**src/rtl/rvam_params.svh**
```systemverilog
`ifndef RVAM_PARAMS_SVH
`define RVAM_PARAMS_SVH

// ****************************************
// Address map geometry
// ****************************************
`define RVAM_ADDR_W 17
`define RVAM_NUM_SRC 30
`define RVAM_IDX_W 5
`define RVAM_VEC_W 5
`define RVAM_VEC_STRIDE 32'h2
`define RVAM_APP_RESET_ADDR 17'h00000
`define RVAM_FUSE_PROGRAMMED 1'b0
`define RVAM_RESET_VEC 5'h01
`define RVAM_FIRST_IRQ_VEC 5'h02

// ****************************************
// Group start and end addresses in the base table
// ****************************************
`define RVAM_BASE_EXT_IRQ 17'h00002
`define RVAM_BASE_PIN_CHANGE 17'h00008
`define RVAM_BASE_PIN_CHANGE_LAST 17'h0000E
`define RVAM_BASE_WATCHDOG 17'h00010
`define RVAM_BASE_TC2 17'h00012
`define RVAM_BASE_TC1 17'h00018
`define RVAM_BASE_TC1_OVF 17'h0001E
`define RVAM_BASE_TC0 17'h00020
`define RVAM_BASE_SERIAL_PERIPH 17'h00026
`define RVAM_BASE_UART0 17'h00028
`define RVAM_BASE_MISC 17'h0002E
`define RVAM_BASE_PROGRAM_STORE 17'h00036
`define RVAM_BASE_UART1 17'h00038
`define RVAM_BASE_UART1_LAST 17'h0003C

// ****************************************
// Other entries of the groups
// ****************************************
`define RVAM_BASE_EXT_IRQ_LAST 17'h00006
`define RVAM_BASE_TC2_B 17'h00014
`define RVAM_BASE_TC2_OVF 17'h00016
`define RVAM_BASE_TC1_A 17'h0001A
`define RVAM_BASE_TC1_B 17'h0001C
`define RVAM_BASE_TC0_B 17'h00022
`define RVAM_BASE_TC0_OVF 17'h00024
`define RVAM_BASE_UART0_TX_EMPTY 17'h0002A
`define RVAM_BASE_UART0_TX_DONE 17'h0002C
`define RVAM_BASE_CONVERTER 17'h00030
`define RVAM_BASE_EEPROM 17'h00032
`define RVAM_BASE_TWO_WIRE 17'h00034
`define RVAM_BASE_UART1_TX_EMPTY 17'h0003A

`endif

```
**src/rtl/rvam_pkg.sv**
```systemverilog
package rvam_pkg;

  // ****************************************
  // Source index of each request line
  // ****************************************
  typedef enum logic [4:0] {
    SRC_EXT_IRQ_0 = 5'h00, SRC_EXT_IRQ_1 = 5'h01, SRC_EXT_IRQ_2 = 5'h02,
    SRC_PIN_CHANGE_GROUP_0 = 5'h03, SRC_PIN_CHANGE_GROUP_1 = 5'h04, SRC_PIN_CHANGE_GROUP_2 = 5'h05,
    SRC_PIN_CHANGE_GROUP_3 = 5'h06, SRC_WATCHDOG_TIMEOUT = 5'h07, SRC_TC2_MATCH_A = 5'h08,
    SRC_TC2_MATCH_B = 5'h09, SRC_TC2_OVERFLOW = 5'h0A, SRC_TC1_CAPTURE = 5'h0B,
    SRC_TC1_MATCH_A = 5'h0C, SRC_TC1_MATCH_B = 5'h0D, SRC_TC1_OVERFLOW = 5'h0E,
    SRC_TC0_MATCH_A = 5'h0F, SRC_TC0_MATCH_B = 5'h10, SRC_TC0_OVERFLOW = 5'h11,
    SRC_SERIAL_PERIPH_DONE = 5'h12, SRC_UART0_RX_DONE = 5'h13, SRC_UART0_TX_EMPTY = 5'h14,
    SRC_UART0_TX_DONE = 5'h15, SRC_ANALOG_COMPARE = 5'h16, SRC_CONVERTER_DONE = 5'h17,
    SRC_EEPROM_READY = 5'h18, SRC_TWO_WIRE_DONE = 5'h19, SRC_PROGRAM_STORE_READY = 5'h1A,
    SRC_UART1_RX_DONE = 5'h1B, SRC_UART1_TX_EMPTY = 5'h1C, SRC_UART1_TX_DONE = 5'h1D
  } rvam_src_t;

  // ****************************************
  // Dispatch sequencer states
  // ****************************************
  typedef enum logic [1:0] {
    ST_RESET = 2'b00,
    ST_IDLE = 2'b01,
    ST_OFFER = 2'b10
  } rvam_state_t;

endpackage : rvam_pkg

```
**src/rtl/rvam_vector_map.sv**
```systemverilog
`timescale 1ns/1ps
`include "rvam_params.svh"

// Functional notes
// - Unprogrammed fuse: every reset starts at zero
// - Programmed fuse: reset starts at boot address
// - Fuse one is unprogrammed, zero programmed
// - Select set: entries offset by boot start
// - Reset ignores select; first entry moves
// - External requests at 0x0002, 0x0004, 0x0006
// - Pin change 0x0008-0x000E; watchdog 0x0010
// - Timer two at 0x0012, 0x0014, 0x0016
// - Timer one at 0x0018 through 0x001E
// - Timer zero at 0x0020, 0x0022, 0x0024
// - Serial peripheral done at 0x0026
// - First serial port at 0x0028-0x002C
// - Comparator through program store 0x002E-0x0036
// - Second serial port at 0x0038-0x003C
// - Each entry spans two instruction words

module rvam_vector_map
  import rvam_pkg::*;
#(
  parameter int ADDR_W = `RVAM_ADDR_W,
  parameter int NUM_SRC = `RVAM_NUM_SRC,
  parameter int IDX_W = `RVAM_IDX_W,
  parameter int VEC_W = `RVAM_VEC_W
)
(
  // Clock, reset, enable
  input wire logic core_clk,
  input wire logic rst_n,
  input wire logic clk_en,
  // Placement controls
  input wire logic boot_reset_fuse,
  input wire logic vector_table_select,
  input wire logic [ADDR_W-1:0] boot_reset_addr,
  // Requests from peripherals and the core's global enable
  input wire logic [NUM_SRC-1:0] irq_req,
  input wire logic irq_enable,
  // Fetch handshake with the core
  input wire logic fetch_ack,
  output logic fetch_valid,
  output logic fetch_is_reset,
  output logic [ADDR_W-1:0] fetch_addr,
  output logic [VEC_W-1:0] vector_num,
  // Acknowledge back to the dispatched source
  output logic [NUM_SRC-1:0] irq_taken
);

  // ****************************************
  // State
  // ****************************************
  rvam_state_t state;
  rvam_state_t next_state;
  logic next_fetch_valid;
  logic next_fetch_is_reset;
  logic [ADDR_W-1:0] next_fetch_addr;
  logic [VEC_W-1:0] next_vector_num;
  logic [NUM_SRC-1:0] next_irq_taken;
  logic [IDX_W-1:0] src_idx;
  logic [IDX_W-1:0] next_src_idx;
  logic table_sel;
  logic next_table_sel;

  logic pend_found;
  logic [IDX_W-1:0] pend_idx;
  logic [ADDR_W-1:0] pend_addr;
  logic [ADDR_W-1:0] reset_addr;

  // ****************************************
  // Arbitration and address mapping
  // ****************************************
  rvam_prio_enc #(
    .N(NUM_SRC),
    .IDX_W(IDX_W)
  ) u_prio (
    .req(irq_req),
    .found(pend_found),
    .idx(pend_idx)
  );

  // Base table follows from index order and stride
  rvam_vec_addr #(
    .ADDR_W(ADDR_W),
    .IDX_W(IDX_W)
  ) u_addr (
    .src_idx(pend_idx),
    .table_sel(vector_table_select),
    .boot_base(boot_reset_addr),
    .addr(pend_addr)
  );

  // Reset entry looks only at the fuse, never at the table select
  assign reset_addr = (boot_reset_fuse == `RVAM_FUSE_PROGRAMMED) ? boot_reset_addr
                                                                 : ADDR_W'(`RVAM_APP_RESET_ADDR);

  // ****************************************
  // Sequencer
  // ****************************************
  always_comb
  begin
    next_state = state;
    next_fetch_valid = fetch_valid;
    next_fetch_is_reset = fetch_is_reset;
    next_fetch_addr = fetch_addr;
    next_vector_num = vector_num;
    next_src_idx = src_idx;
    next_table_sel = table_sel;
    next_irq_taken = '0;
    case (state)
      ST_RESET:
      begin
        // Fuse is read on the first enabled edge after release
        next_fetch_addr = reset_addr;
        next_fetch_valid = 1'b1;
        next_fetch_is_reset = 1'b1;
        next_vector_num = `RVAM_RESET_VEC;
        next_state = ST_OFFER;
      end
      ST_IDLE:
      begin
        if (irq_enable && pend_found)
        begin
          next_fetch_addr = pend_addr;
          next_fetch_valid = 1'b1;
          next_fetch_is_reset = 1'b0;
          next_vector_num = VEC_W'(pend_idx) + `RVAM_FIRST_IRQ_VEC;
          next_src_idx = pend_idx;
          next_table_sel = vector_table_select;
          next_state = ST_OFFER;
        end
      end
      ST_OFFER:
      begin
        // Address holds until the core takes it
        if (fetch_ack)
        begin
          next_fetch_valid = 1'b0;
          if (!fetch_is_reset)
          begin
            next_irq_taken[src_idx] = 1'b1;
          end
          next_state = ST_IDLE;
        end
      end
      default:
      begin
        next_state = ST_RESET;
        next_fetch_valid = 1'b0;
      end
    endcase
  end

  always_ff @(posedge core_clk)
  begin
    if (!rst_n)
    begin
      state <= ST_RESET;
      fetch_valid <= 1'b0;
      fetch_is_reset <= 1'b0;
      fetch_addr <= '0;
      vector_num <= '0;
      src_idx <= '0;
      table_sel <= 1'b0;
      irq_taken <= '0;
    end
    else if (clk_en)
    begin
      state <= next_state;
      fetch_valid <= next_fetch_valid;
      fetch_is_reset <= next_fetch_is_reset;
      fetch_addr <= next_fetch_addr;
      vector_num <= next_vector_num;
      src_idx <= next_src_idx;
      table_sel <= next_table_sel;
      irq_taken <= next_irq_taken;
    end
  end

  // ****************************************
  // Checks
  // ****************************************
  logic [ADDR_W-1:0] offer_base;
  logic offer_irq;

  // Offset of the offered entry with the boot relocation removed
  assign offer_base = table_sel ? ADDR_W'(fetch_addr - boot_reset_addr) : fetch_addr;
  assign offer_irq = fetch_valid && !fetch_is_reset;

  AST_APP_RESET: assert property (@(posedge core_clk) disable iff (!rst_n)
    (state == ST_RESET && clk_en && boot_reset_fuse)
    |=> (fetch_valid && fetch_is_reset && fetch_addr == ADDR_W'(`RVAM_APP_RESET_ADDR)))
    else $error("Unprogrammed fuse did not start at zero");

  AST_BOOT_RESET: assert property (@(posedge core_clk) disable iff (!rst_n)
    (state == ST_RESET && clk_en && !boot_reset_fuse)
    |=> (fetch_valid && fetch_is_reset && fetch_addr == $past(boot_reset_addr)))
    else $error("Programmed fuse did not start at boot address");

  AST_RESET_NO_SELECT: assert property (@(posedge core_clk) disable iff (!rst_n)
    (state == ST_RESET && clk_en && boot_reset_fuse && vector_table_select)
    |=> (fetch_addr == ADDR_W'(`RVAM_APP_RESET_ADDR)))
    else $error("Table select moved the reset entry");

  AST_FIRST_ENTRY: assert property (@(posedge core_clk) disable iff (!rst_n)
    (offer_irq && vector_num == `RVAM_FIRST_IRQ_VEC)
    |-> (fetch_addr == (table_sel ? ADDR_W'(boot_reset_addr + ADDR_W'(`RVAM_BASE_EXT_IRQ))
                                  : ADDR_W'(`RVAM_BASE_EXT_IRQ))))
    else $error("First entry misplaced");

  AST_RELOCATE: assert property (@(posedge core_clk) disable iff (!rst_n)
    (state == ST_IDLE && clk_en && irq_enable && pend_found && vector_table_select)
    |=> (fetch_addr == ADDR_W'(boot_reset_addr + ADDR_W'((32'(vector_num) - 32'h1) * `RVAM_VEC_STRIDE))))
    else $error("Relocated entry not offset by boot start");

  AST_STRIDE: assert property (@(posedge core_clk) disable iff (!rst_n)
    offer_irq |-> (offer_base == ADDR_W'((32'(vector_num) - 32'h1) * `RVAM_VEC_STRIDE)))
    else $error("Entry spacing is not two words");

  AST_EXT_IRQ: assert property (@(posedge core_clk) disable iff (!rst_n)
    (offer_irq && src_idx == SRC_EXT_IRQ_2)
    |-> (offer_base == ADDR_W'(`RVAM_BASE_EXT_IRQ_LAST)))
    else $error("External request entry wrong");

  AST_PIN_WDOG: assert property (@(posedge core_clk) disable iff (!rst_n)
    (offer_irq && (src_idx == SRC_PIN_CHANGE_GROUP_0 || src_idx == SRC_PIN_CHANGE_GROUP_3
                   || src_idx == SRC_WATCHDOG_TIMEOUT))
    |-> (offer_base == (src_idx == SRC_PIN_CHANGE_GROUP_0 ? ADDR_W'(`RVAM_BASE_PIN_CHANGE)
                       : src_idx == SRC_PIN_CHANGE_GROUP_3 ? ADDR_W'(`RVAM_BASE_PIN_CHANGE_LAST)
                       : ADDR_W'(`RVAM_BASE_WATCHDOG))))
    else $error("Pin change or watchdog entry wrong");

  AST_TC2: assert property (@(posedge core_clk) disable iff (!rst_n)
    (offer_irq && src_idx == SRC_TC2_MATCH_A) |-> (offer_base == ADDR_W'(`RVAM_BASE_TC2)))
    else $error("Timer two entry wrong");

  AST_TC1: assert property (@(posedge core_clk) disable iff (!rst_n)
    (offer_irq && (src_idx == SRC_TC1_CAPTURE || src_idx == SRC_TC1_OVERFLOW))
    |-> (offer_base == (src_idx == SRC_TC1_CAPTURE ? ADDR_W'(`RVAM_BASE_TC1)
                                                    : ADDR_W'(`RVAM_BASE_TC1_OVF))))
    else $error("Timer one entry wrong");

  AST_TC0: assert property (@(posedge core_clk) disable iff (!rst_n)
    (offer_irq && src_idx == SRC_TC0_MATCH_A) |-> (offer_base == ADDR_W'(`RVAM_BASE_TC0)))
    else $error("Timer zero entry wrong");

  AST_SERIAL_PERIPH: assert property (@(posedge core_clk) disable iff (!rst_n)
    (offer_irq && src_idx == SRC_SERIAL_PERIPH_DONE)
    |-> (offer_base == ADDR_W'(`RVAM_BASE_SERIAL_PERIPH)))
    else $error("Serial peripheral entry wrong");

  AST_UART0: assert property (@(posedge core_clk) disable iff (!rst_n)
    (offer_irq && src_idx == SRC_UART0_RX_DONE) |-> (offer_base == ADDR_W'(`RVAM_BASE_UART0)))
    else $error("First serial port entry wrong");

  AST_MISC: assert property (@(posedge core_clk) disable iff (!rst_n)
    (offer_irq && (src_idx == SRC_ANALOG_COMPARE || src_idx == SRC_PROGRAM_STORE_READY))
    |-> (offer_base == (src_idx == SRC_ANALOG_COMPARE ? ADDR_W'(`RVAM_BASE_MISC)
                                                       : ADDR_W'(`RVAM_BASE_PROGRAM_STORE))))
    else $error("Comparator or program store entry wrong");

  AST_UART1: assert property (@(posedge core_clk) disable iff (!rst_n)
    (offer_irq && (src_idx == SRC_UART1_RX_DONE || src_idx == SRC_UART1_TX_DONE))
    |-> (offer_base == (src_idx == SRC_UART1_RX_DONE ? ADDR_W'(`RVAM_BASE_UART1)
                                                      : ADDR_W'(`RVAM_BASE_UART1_LAST))))
    else $error("Second serial port entry wrong");

  AST_TC2_REST: assert property (@(posedge core_clk) disable iff (!rst_n)
    (offer_irq && (src_idx == SRC_TC2_MATCH_B || src_idx == SRC_TC2_OVERFLOW))
    |-> (offer_base == (src_idx == SRC_TC2_MATCH_B ? ADDR_W'(`RVAM_BASE_TC2_B)
                                                    : ADDR_W'(`RVAM_BASE_TC2_OVF))))
    else $error("Timer two match B or overflow entry wrong");

  AST_TC1_MATCH: assert property (@(posedge core_clk) disable iff (!rst_n)
    (offer_irq && (src_idx == SRC_TC1_MATCH_A || src_idx == SRC_TC1_MATCH_B))
    |-> (offer_base == (src_idx == SRC_TC1_MATCH_A ? ADDR_W'(`RVAM_BASE_TC1_A)
                                                    : ADDR_W'(`RVAM_BASE_TC1_B))))
    else $error("Timer one compare entry wrong");

  AST_TC0_REST: assert property (@(posedge core_clk) disable iff (!rst_n)
    (offer_irq && (src_idx == SRC_TC0_MATCH_B || src_idx == SRC_TC0_OVERFLOW))
    |-> (offer_base == (src_idx == SRC_TC0_MATCH_B ? ADDR_W'(`RVAM_BASE_TC0_B)
                                                    : ADDR_W'(`RVAM_BASE_TC0_OVF))))
    else $error("Timer zero match B or overflow entry wrong");

  AST_UART0_REST: assert property (@(posedge core_clk) disable iff (!rst_n)
    (offer_irq && (src_idx == SRC_UART0_TX_EMPTY || src_idx == SRC_UART0_TX_DONE))
    |-> (offer_base == (src_idx == SRC_UART0_TX_EMPTY ? ADDR_W'(`RVAM_BASE_UART0_TX_EMPTY)
                                                       : ADDR_W'(`RVAM_BASE_UART0_TX_DONE))))
    else $error("First serial port transmit entry wrong");

  AST_MISC_MID: assert property (@(posedge core_clk) disable iff (!rst_n)
    (offer_irq && (src_idx == SRC_CONVERTER_DONE || src_idx == SRC_EEPROM_READY
                   || src_idx == SRC_TWO_WIRE_DONE))
    |-> (offer_base == (src_idx == SRC_CONVERTER_DONE ? ADDR_W'(`RVAM_BASE_CONVERTER)
                       : src_idx == SRC_EEPROM_READY ? ADDR_W'(`RVAM_BASE_EEPROM)
                       : ADDR_W'(`RVAM_BASE_TWO_WIRE))))
    else $error("Converter, memory or two-wire entry wrong");

  AST_UART1_EMPTY: assert property (@(posedge core_clk) disable iff (!rst_n)
    (offer_irq && src_idx == SRC_UART1_TX_EMPTY) |-> (offer_base == ADDR_W'(`RVAM_BASE_UART1_TX_EMPTY)))
    else $error("Second serial port empty entry wrong");

  AST_LOWEST_WINS: assert property (@(posedge core_clk) disable iff (!rst_n)
    (state == ST_IDLE && clk_en && irq_enable && irq_req[0])
    |=> (fetch_valid && vector_num == `RVAM_FIRST_IRQ_VEC))
    else $error("Lowest pending request not chosen");

  AST_HOLD_OFFER: assert property (@(posedge core_clk) disable iff (!rst_n)
    (fetch_valid && !(fetch_ack && clk_en)) |=> (fetch_valid && $stable(fetch_addr)))
    else $error("Offered address dropped before acknowledge");

  AST_TAKEN_PULSE: assert property (@(posedge core_clk) disable iff (!rst_n)
    (state == ST_OFFER && clk_en && fetch_ack && !fetch_is_reset)
    |=> ($onehot(irq_taken) && !fetch_valid) ##1 (irq_taken == '0 || !$past(clk_en)))
    else $error("Acknowledge to source not a single pulse");

endmodule : rvam_vector_map

```
**src/rtl/rvam_prio_enc.sv**
```systemverilog
`timescale 1ns/1ps
`include "rvam_params.svh"

module rvam_prio_enc
  import rvam_pkg::*;
#(
  parameter int N = `RVAM_NUM_SRC,
  parameter int IDX_W = `RVAM_IDX_W
)
(
  // Requests
  input wire logic [N-1:0] req,
  // Winner
  output logic found,
  output logic [IDX_W-1:0] idx
);

  // Lowest index wins: scan downward so the last hit kept is the lowest
  always_comb
  begin
    found = 1'b0;
    idx = '0;
    for (int i = N - 1; i >= 0; i--)
    begin
      if (req[i])
      begin
        found = 1'b1;
        idx = IDX_W'(i);
      end
    end
  end

endmodule : rvam_prio_enc

```
**src/rtl/rvam_vec_addr.sv**
```systemverilog
`timescale 1ns/1ps
`include "rvam_params.svh"

module rvam_vec_addr
  import rvam_pkg::*;
#(
  parameter int ADDR_W = `RVAM_ADDR_W,
  parameter int IDX_W = `RVAM_IDX_W
)
(
  // Source and placement
  input wire logic [IDX_W-1:0] src_idx,
  input wire logic table_sel,
  input wire logic [ADDR_W-1:0] boot_base,
  // Entry address
  output logic [ADDR_W-1:0] addr
);

  logic [ADDR_W-1:0] base;

  // Two words per entry, source 0 sits one entry above reset
  assign base = ADDR_W'((32'(src_idx) + 32'h1) * `RVAM_VEC_STRIDE);
  assign addr = table_sel ? ADDR_W'(boot_base + base) : base;

endmodule : rvam_vec_addr

```
**config.mk**
```make
export PLATFORM = sky130hd
export DESIGN_NAME = rvam_vector_map
export DESIGN_NICKNAME = d
export VERILOG_FILES = /design/src/rtl/rvam_pkg.sv /design/src/rtl/rvam_vector_map.sv /design/src/rtl/rvam_prio_enc.sv /design/src/rtl/rvam_vec_addr.sv
export VERILOG_INCLUDE_DIRS = /design/src /design/src/rtl
export SDC_FILE = /design/constraint.sdc
export NUM_CORES = 1
export LEC_CHECK = 0
export ABC_AREA = 0
export BUFFER_PORTS_ARGS = -buffer_cell sky130_fd_sc_hd__buf_4
export CORE_MARGIN = 2
export CORE_UTILIZATION = 47
export DETAILED_ROUTE_END_ITERATION = 10
export HOLD_SLACK_MARGIN = 0.15
export PLACE_DENSITY = 0.76
export SLEW_MARGIN = 20
export SYNTH_ARGS = -nofsm -noshare
export SYNTH_HDL_FRONTEND = slang
export SYNTH_HIERARCHICAL = 1
export SYNTH_SLANG_ARGS = --single-unit
```
**constraint.sdc**
```tcl
create_clock -name core_clk -period 3.5 [get_ports core_clk]
set_input_delay 0.7 -clock core_clk [delete_from_list [all_inputs] [get_ports core_clk]]
set_output_delay 0.7 -clock core_clk [all_outputs]
set_load 0.01 [all_outputs]
```
Yosys cells after proc, flatten, opt, wreduce, memory -nomap -nowiden --
Index checks and enable logic that the tools add are counted.
Word-level totals: flip-flop bits (word level) 61, output and inout bits 54
Operators by class: $add $sub $neg 3, magnitude comparators 2, equality and inequality tests 4, multiplexer cells 79, reduce and logical (&&, ||, !) cells 7
Operators by type and width (number):
- 2-to-1 mux 5 bit | 31
- 2-to-1 mux 30 bit | 3
- 2-to-1 mux 17 bit | 3
- 2-to-1 mux 1 bit | 34
- one-hot mux 17 bit (2 select lines) | 1
- adder 17 bit | 1
- one-hot mux 5 bit (2 select lines) | 1
- AND reduction 3 bit | 3
- adder 5 x 1 -> 6 bit, second input constant | 1
- < comparator 5 x 6 -> 1 bit, second input constant | 1
- one-hot mux 2 bit (3 select lines) | 1
- adder 5 x 2 -> 5 bit, second input constant | 1
- demux 1 bit (select 5 bit) | 1
- >= comparator 5 x 1 -> 1 bit, second input constant | 1
- 2-to-1 mux 2 bit | 2
- inequality test 2 bit, second input constant | 2
- one-hot mux 1 bit (3 select lines) | 1
- == test 2 x 1 -> 1 bit, second input constant | 1
- == test 2 bit, second input constant | 1
- logical AND 1 bit | 2
- zero test 2 bit | 1
- one-hot mux 1 bit (2 select lines) | 1
- nonzero test 2 bit | 1

Logic depth before layout (Yosys ltp) --
word-level depth 35, depth in mapped cells 15, depth with buffers taken out 15

Cells and area by module --
Netlist, hierarchy kept.
By module, submodules not included:
- rvam_vector_map | times used 1, cells an instance 288, area an instance 2673.8 µm², sequential area each 1221.2 µm²
- rvam_vec_addr | times used 1, cells an instance 102, area an instance 715.7 µm², sequential area each 0.0 µm²
- rvam_prio_enc | times used 1, cells an instance 64, area an instance 342.8 µm², sequential area each 0.0 µm²

Least setup slack after synthesis --
Ideal clock, no wire load.
path type input to register, from in irq_req[18], to reg fetch_addr[16], library setup time 0.091 ns, data arrival time 3.647 ns, path slack -0.237 ns, stages on the path 14, path buffers 0, path through or3_1 -> a211oi_1 -> o221ai_1 -> a221oi_2 -> ha_1 -> nand3_1 -> xnor2_1 -> ha_1 -> a21o_2 -> a211oi_4 -> o31a_1 -> o21a_1 -> nand2_1 -> a311oi_1
Between the ends: word-level cells in the longest chain between the ends 24
RTL lines:
- start, declared | line rvam_vector_map.sv:39 | input wire logic [NUM_SRC-1:0] irq_req,
- 2-to-1 mux 5 bit (19 in a row) | line rvam_prio_enc.sv:25 | if (req[i])
- via pend_idx[0] | line rvam_vector_map.sv:67 | logic [IDX_W-1:0] pend_idx;
- adder 5 x 1 -> 6 bit | line rvam_vec_addr.sv:22 | assign base = ADDR_W'((32'(src_idx) + 32'h1) * `RVAM_VEC_STRIDE);
- adder 17 bit | line rvam_vec_addr.sv:23 | assign addr = table_sel ? ADDR_W'(boot_base + base) : base;
- 2-to-1 mux 17 bit | line rvam_vec_addr.sv:23
- via pend_addr[16] | line rvam_vector_map.sv:68 | logic [ADDR_W-1:0] pend_addr;
- 2-to-1 mux 17 bit | line rvam_vector_map.sv:123 | if (irq_enable && pend_found)
- one-hot mux 17 bit (2 select lines) | line rvam_vector_map.sv:111 | case (state)
- end signal, assigned | line rvam_vector_map.sv:173 | fetch_addr <= next_fetch_addr;
- end, declared | line rvam_vector_map.sv:45 | output logic [ADDR_W-1:0] fetch_addr,
The timed path passes the listed nets, and every way through them passes these cells. The select of a mux whose other input is x is not followed. A chain may end at the register's enable or synchronous reset.

Final worst setup path --
from in irq_req[18], to reg fetch_addr[14]
The elaborated chain is that of the path after synthesis.

==> flow_summary_export.csv <==
group,metric,value,unit
outcome,status,"finished with violations",
outcome,violations,"setup timing",
place,place_area,4710,sq um
critical_path,cp_data_required_time,3.75,ns
synthesis,ys.flop_type,"dfxtp_1",
critical_path,endpoint_kind,"flop",
layout,area_growth,38.0,%
synthesis,netlist_area,3730,sq um
floorplan,fp-row-count,32,
clocking,cts-buffers-inserted,9,
critical_path,path_class,"in2reg",
place,dp_hpwl,7580,um
clocking,htree_levels,3,
power_and_ir_drop,power.density,336,nW/um^2
clocking,clockBufferDepth,2,
critical_path,crit_arrival,3.81,ns
sta,setup_ws,-0.0569,ns
global_routing,grt.overflow.total,0,
floorplan,coreArea,7730,sq um
critical_path,slowest_delay,0.37,ns
floorplan,ios,108,
sta,rsz0062_at_grt,"true",
global_routing,track_usage,0.251,
detailed_routing,wl_per_cell,16.0,um
power_and_ir_drop,power.switching,0.481,mW
sta,fin_crit,3.56,ns
sta,finalCritPeriodShare,1.02,
sta,finalClockSkew,0.0108,ns
sta,relSlewSlack,0.306,
layout,layout-drive-gt1-share,0.365,
floorplan,start_util,0.483,
critical_path,start_kind,"primary input",
layout,n_antenna_cell,0,
synthesis,ys_types,67,
clocking,cts_tree,"built",
clocking,cts_hold_buf,0,
synthesis,synth-warning-count,6,
detailed_routing,viasPerCell,5.81,
floorplan,die-width,93.1,um
sta,hold-worst-slack,0.447,ns
hold_path,whs_path_depth,2,
synthesis,synth_cells,454,
sta,worst_slew_pin_slew,1.04,ns
power_and_ir_drop,vdd_drop_max,0.000221,V
global_routing,grt_pass1_vias,3807,
power_and_ir_drop,p_comb_frac,0.208,
layout,layout_commonest_cell,"buf_4",
place,io_buffers,107,
global_routing,grt_max_degree,31,
power_and_ir_drop,p_clk_frac,0.367,
sta,setup_viol,4,
detailed_routing,vias,3979,
detailed_routing,postRouteAntennaNets,0,
layout,fin_nets,642,
hold_path,hold_class,"reg2reg",
clocking,clock-root-buffer,"clkbuf_8",
place,dpl.cell_count,666,
detailed_routing,detail_route.first_pass.iterations,4,
floorplan,die-height,93.1,um
sta,hold_viol,0,
synthesis,synth_area_per_cell,8.22,sq um
detailed_routing,finalWirelength,11000,um
layout,fin_cells,685,
synthesis,ys_ff_latch,61,
synthesis,async_reset_ff_frac,0,
layout,final_cell_mix,"buf_4 (137), nand2_1 (63), dfxtp_1 (61)",
synthesis,syn-num-nets,517,
clocking,path_clk_slew,0.07,ns
detailed_routing,drc,0,
clocking,clock_sinks,61,
clocking,clk_latency,0.34,ns
detailed_routing,drt_iter0_markers,247,
critical_path,crit_slowest_cell,"or3_4",
place,gp_congestion,0.892,
floorplan,dieArea,8670,sq um
power_and_ir_drop,pwr-share-seq,0.425,
critical_path,reg2reg_depth,4,
critical_path,path_cells,"buf_6 -> or3_4 -> a211oi_2 -> o221ai_2 -> a221oi_2 -> buf_4 -> nand3_2 -> xnor2_2 -> ha_4 -> o211a_4 -> a211oi_4 -> o21ai_1 -> a21oi_1 -> nand2_1 -> a311oi_2",
global_routing,antenna_found_initial,0,
power_and_ir_drop,leakagePower,2.05,nW
global_routing,grt_pass1_wl,17500,um
layout,design_area,5150,sq um
synthesis,synth_edf_count,0,
critical_path,critPathMaxFanout,5,
sta,drv_slew,0,
power_and_ir_drop,switching_share,0.277,
flow_run,max_cap_viol_count,0,
sta,fmax,281,MHz
synthesis,synth_seq_area_share,0.327,
synthesis,synth_top_area_frac,0.327,
synthesis,synth_largest_area_cell,"dfxtp_1",
synthesis,synthTopCellsByArea,"dfxtp_1 (33%), nand2_1 (6.3%), a21oi_1 (4.7%), nand3b_1 (4.4%), a311oi_2 (3.6%)",
power_and_ir_drop,internal-power,1.25,mW
-- power groups by stage --
stage                     combinational [mW]  sequential (mW)  clock, mW
after CTS                              0.332            0.735      0.648
final                                  0.360            0.735      0.636
after detailed placement               0.321            0.750          0
after global placement                 0.313            0.750          0
after floorplan                        0.179            0.754          0
after global routing                   0.391            0.738      0.675
-- metal layers --
layer / up-vias / part of all wire / track usage
met5: - / 0 / 0
met3: 18 / 0.062 / 0.0604
met2: 160 / 0.51 / 0.450
met1: 1884 / 0.41 / 0.292
met4: 0 / 0.016 / 0.0833
li1: 1917 / - / -
-- sequential cells by signal (all words and copies together) (netlist names) --
register        flops
fetch_valid         1
irq_taken          30
state               2
src_idx             5
fetch_addr         17
fetch_is_reset      1
vector_num          5
-- worst paths after layout --
check,from,endpoint,slack [ns]
setup reg to reg,state[0]$_SDFFE_PN0P_,fetch_addr[2]$_SDFFE_PN0P_,1.46
hold reg to reg,irq_taken[1]$_SDFFE_PN0P_,irq_taken[1]$_SDFFE_PN0P_,0.45
hold / removal,irq_taken[1]$_SDFFE_PN0P_,irq_taken[1]$_SDFFE_PN0P_,0.45
setup / recovery,irq_req[18],fetch_addr[14]$_SDFFE_PN0P_,-0.06
-- final cells by class --
type                       count  area [sq um]
inverter                      16          60.1
timing repair buffer         139          1050
multi-input combinational    352          2490
tap                          102           128
sequential                    61          1220
clock inverter                 4          47.5
clock buffer                  11           151
fill                         626          2580
-- stage by stage --
step | setup slack (ns) | utilization | total power, mW | setup TNS [ns]
2_1_floorplan | -0.186 | - | 0.933 | -1.37
3_3_place_gp | -0.447 | 0.609 | 1.06 | -4.39
3_5_place_dp | -0.549 | 0.609 | 1.07 | -5.30
4_1_cts | -0.0334 | 0.647 | 1.72 | -0.0961
5_1_grt | -0.184 | 0.666 | 1.80 | -1.41
6_report | -0.0569 | 0.666 | 1.73 | -0.0997
-- critical path, delay by kind of cell --
| family | cells | cell delay, ns |
|---|---|---|
| compound gates | 8 | 1.67 |
| xor+xnor | 1 | 0.30 |
| fa+ha+maj | 1 | 0.26 |
| simple gates | 3 | 0.58 |
| buf+inv | 2 | 0.29 |
-- synthesized netlist by cell type, drive strengths merged, types with 6 or more instances --
| library cell | instances |
|---|---|
| buf | 20 |
| a311oi | 17 |
| nand2b | 7 |
| inv | 16 |
| ha | 8 |
| clkbuf | 6 |
| nand2 | 63 |
| dfxtp | 61 |
| nand3b | 22 |
| o21ai | 47 |
| a21boi | 8 |
| and3 | 7 |
| o21a | 7 |
| nor2b | 6 |
| a21oi | 43 |
| nor3 | 9 |
| nor4 | 8 |
| nor2 | 22 |
| nand4 | 6 |
| or3 | 6 |
| nand3 | 13 |
-- timing repair --
item	4_1_cts	5_1_grt
pin swaps	7	18
buffers inserted	0	3
endpoints found under the setup margin	11	12
resized for setup	18	27
gates cloned	1	0
hold endpoints to repair	0	0
-- cell families (layout without fill, tap and decap cells) --
family | after synthesis | in the layout | synth area share
buf+inv | 42 | 170 | 0.0620
fa+ha+maj | 9 | 9 | 0.0322
flops | 61 | 61 | 0.327
compound gates | 148 | 149 | 0.285
mux | 5 | 5 | 0.0137
xor+xnor | 8 | 8 | 0.0188
simple gates | 181 | 181 | 0.261
No activity file was read; power rests on OpenSTA's default activity.
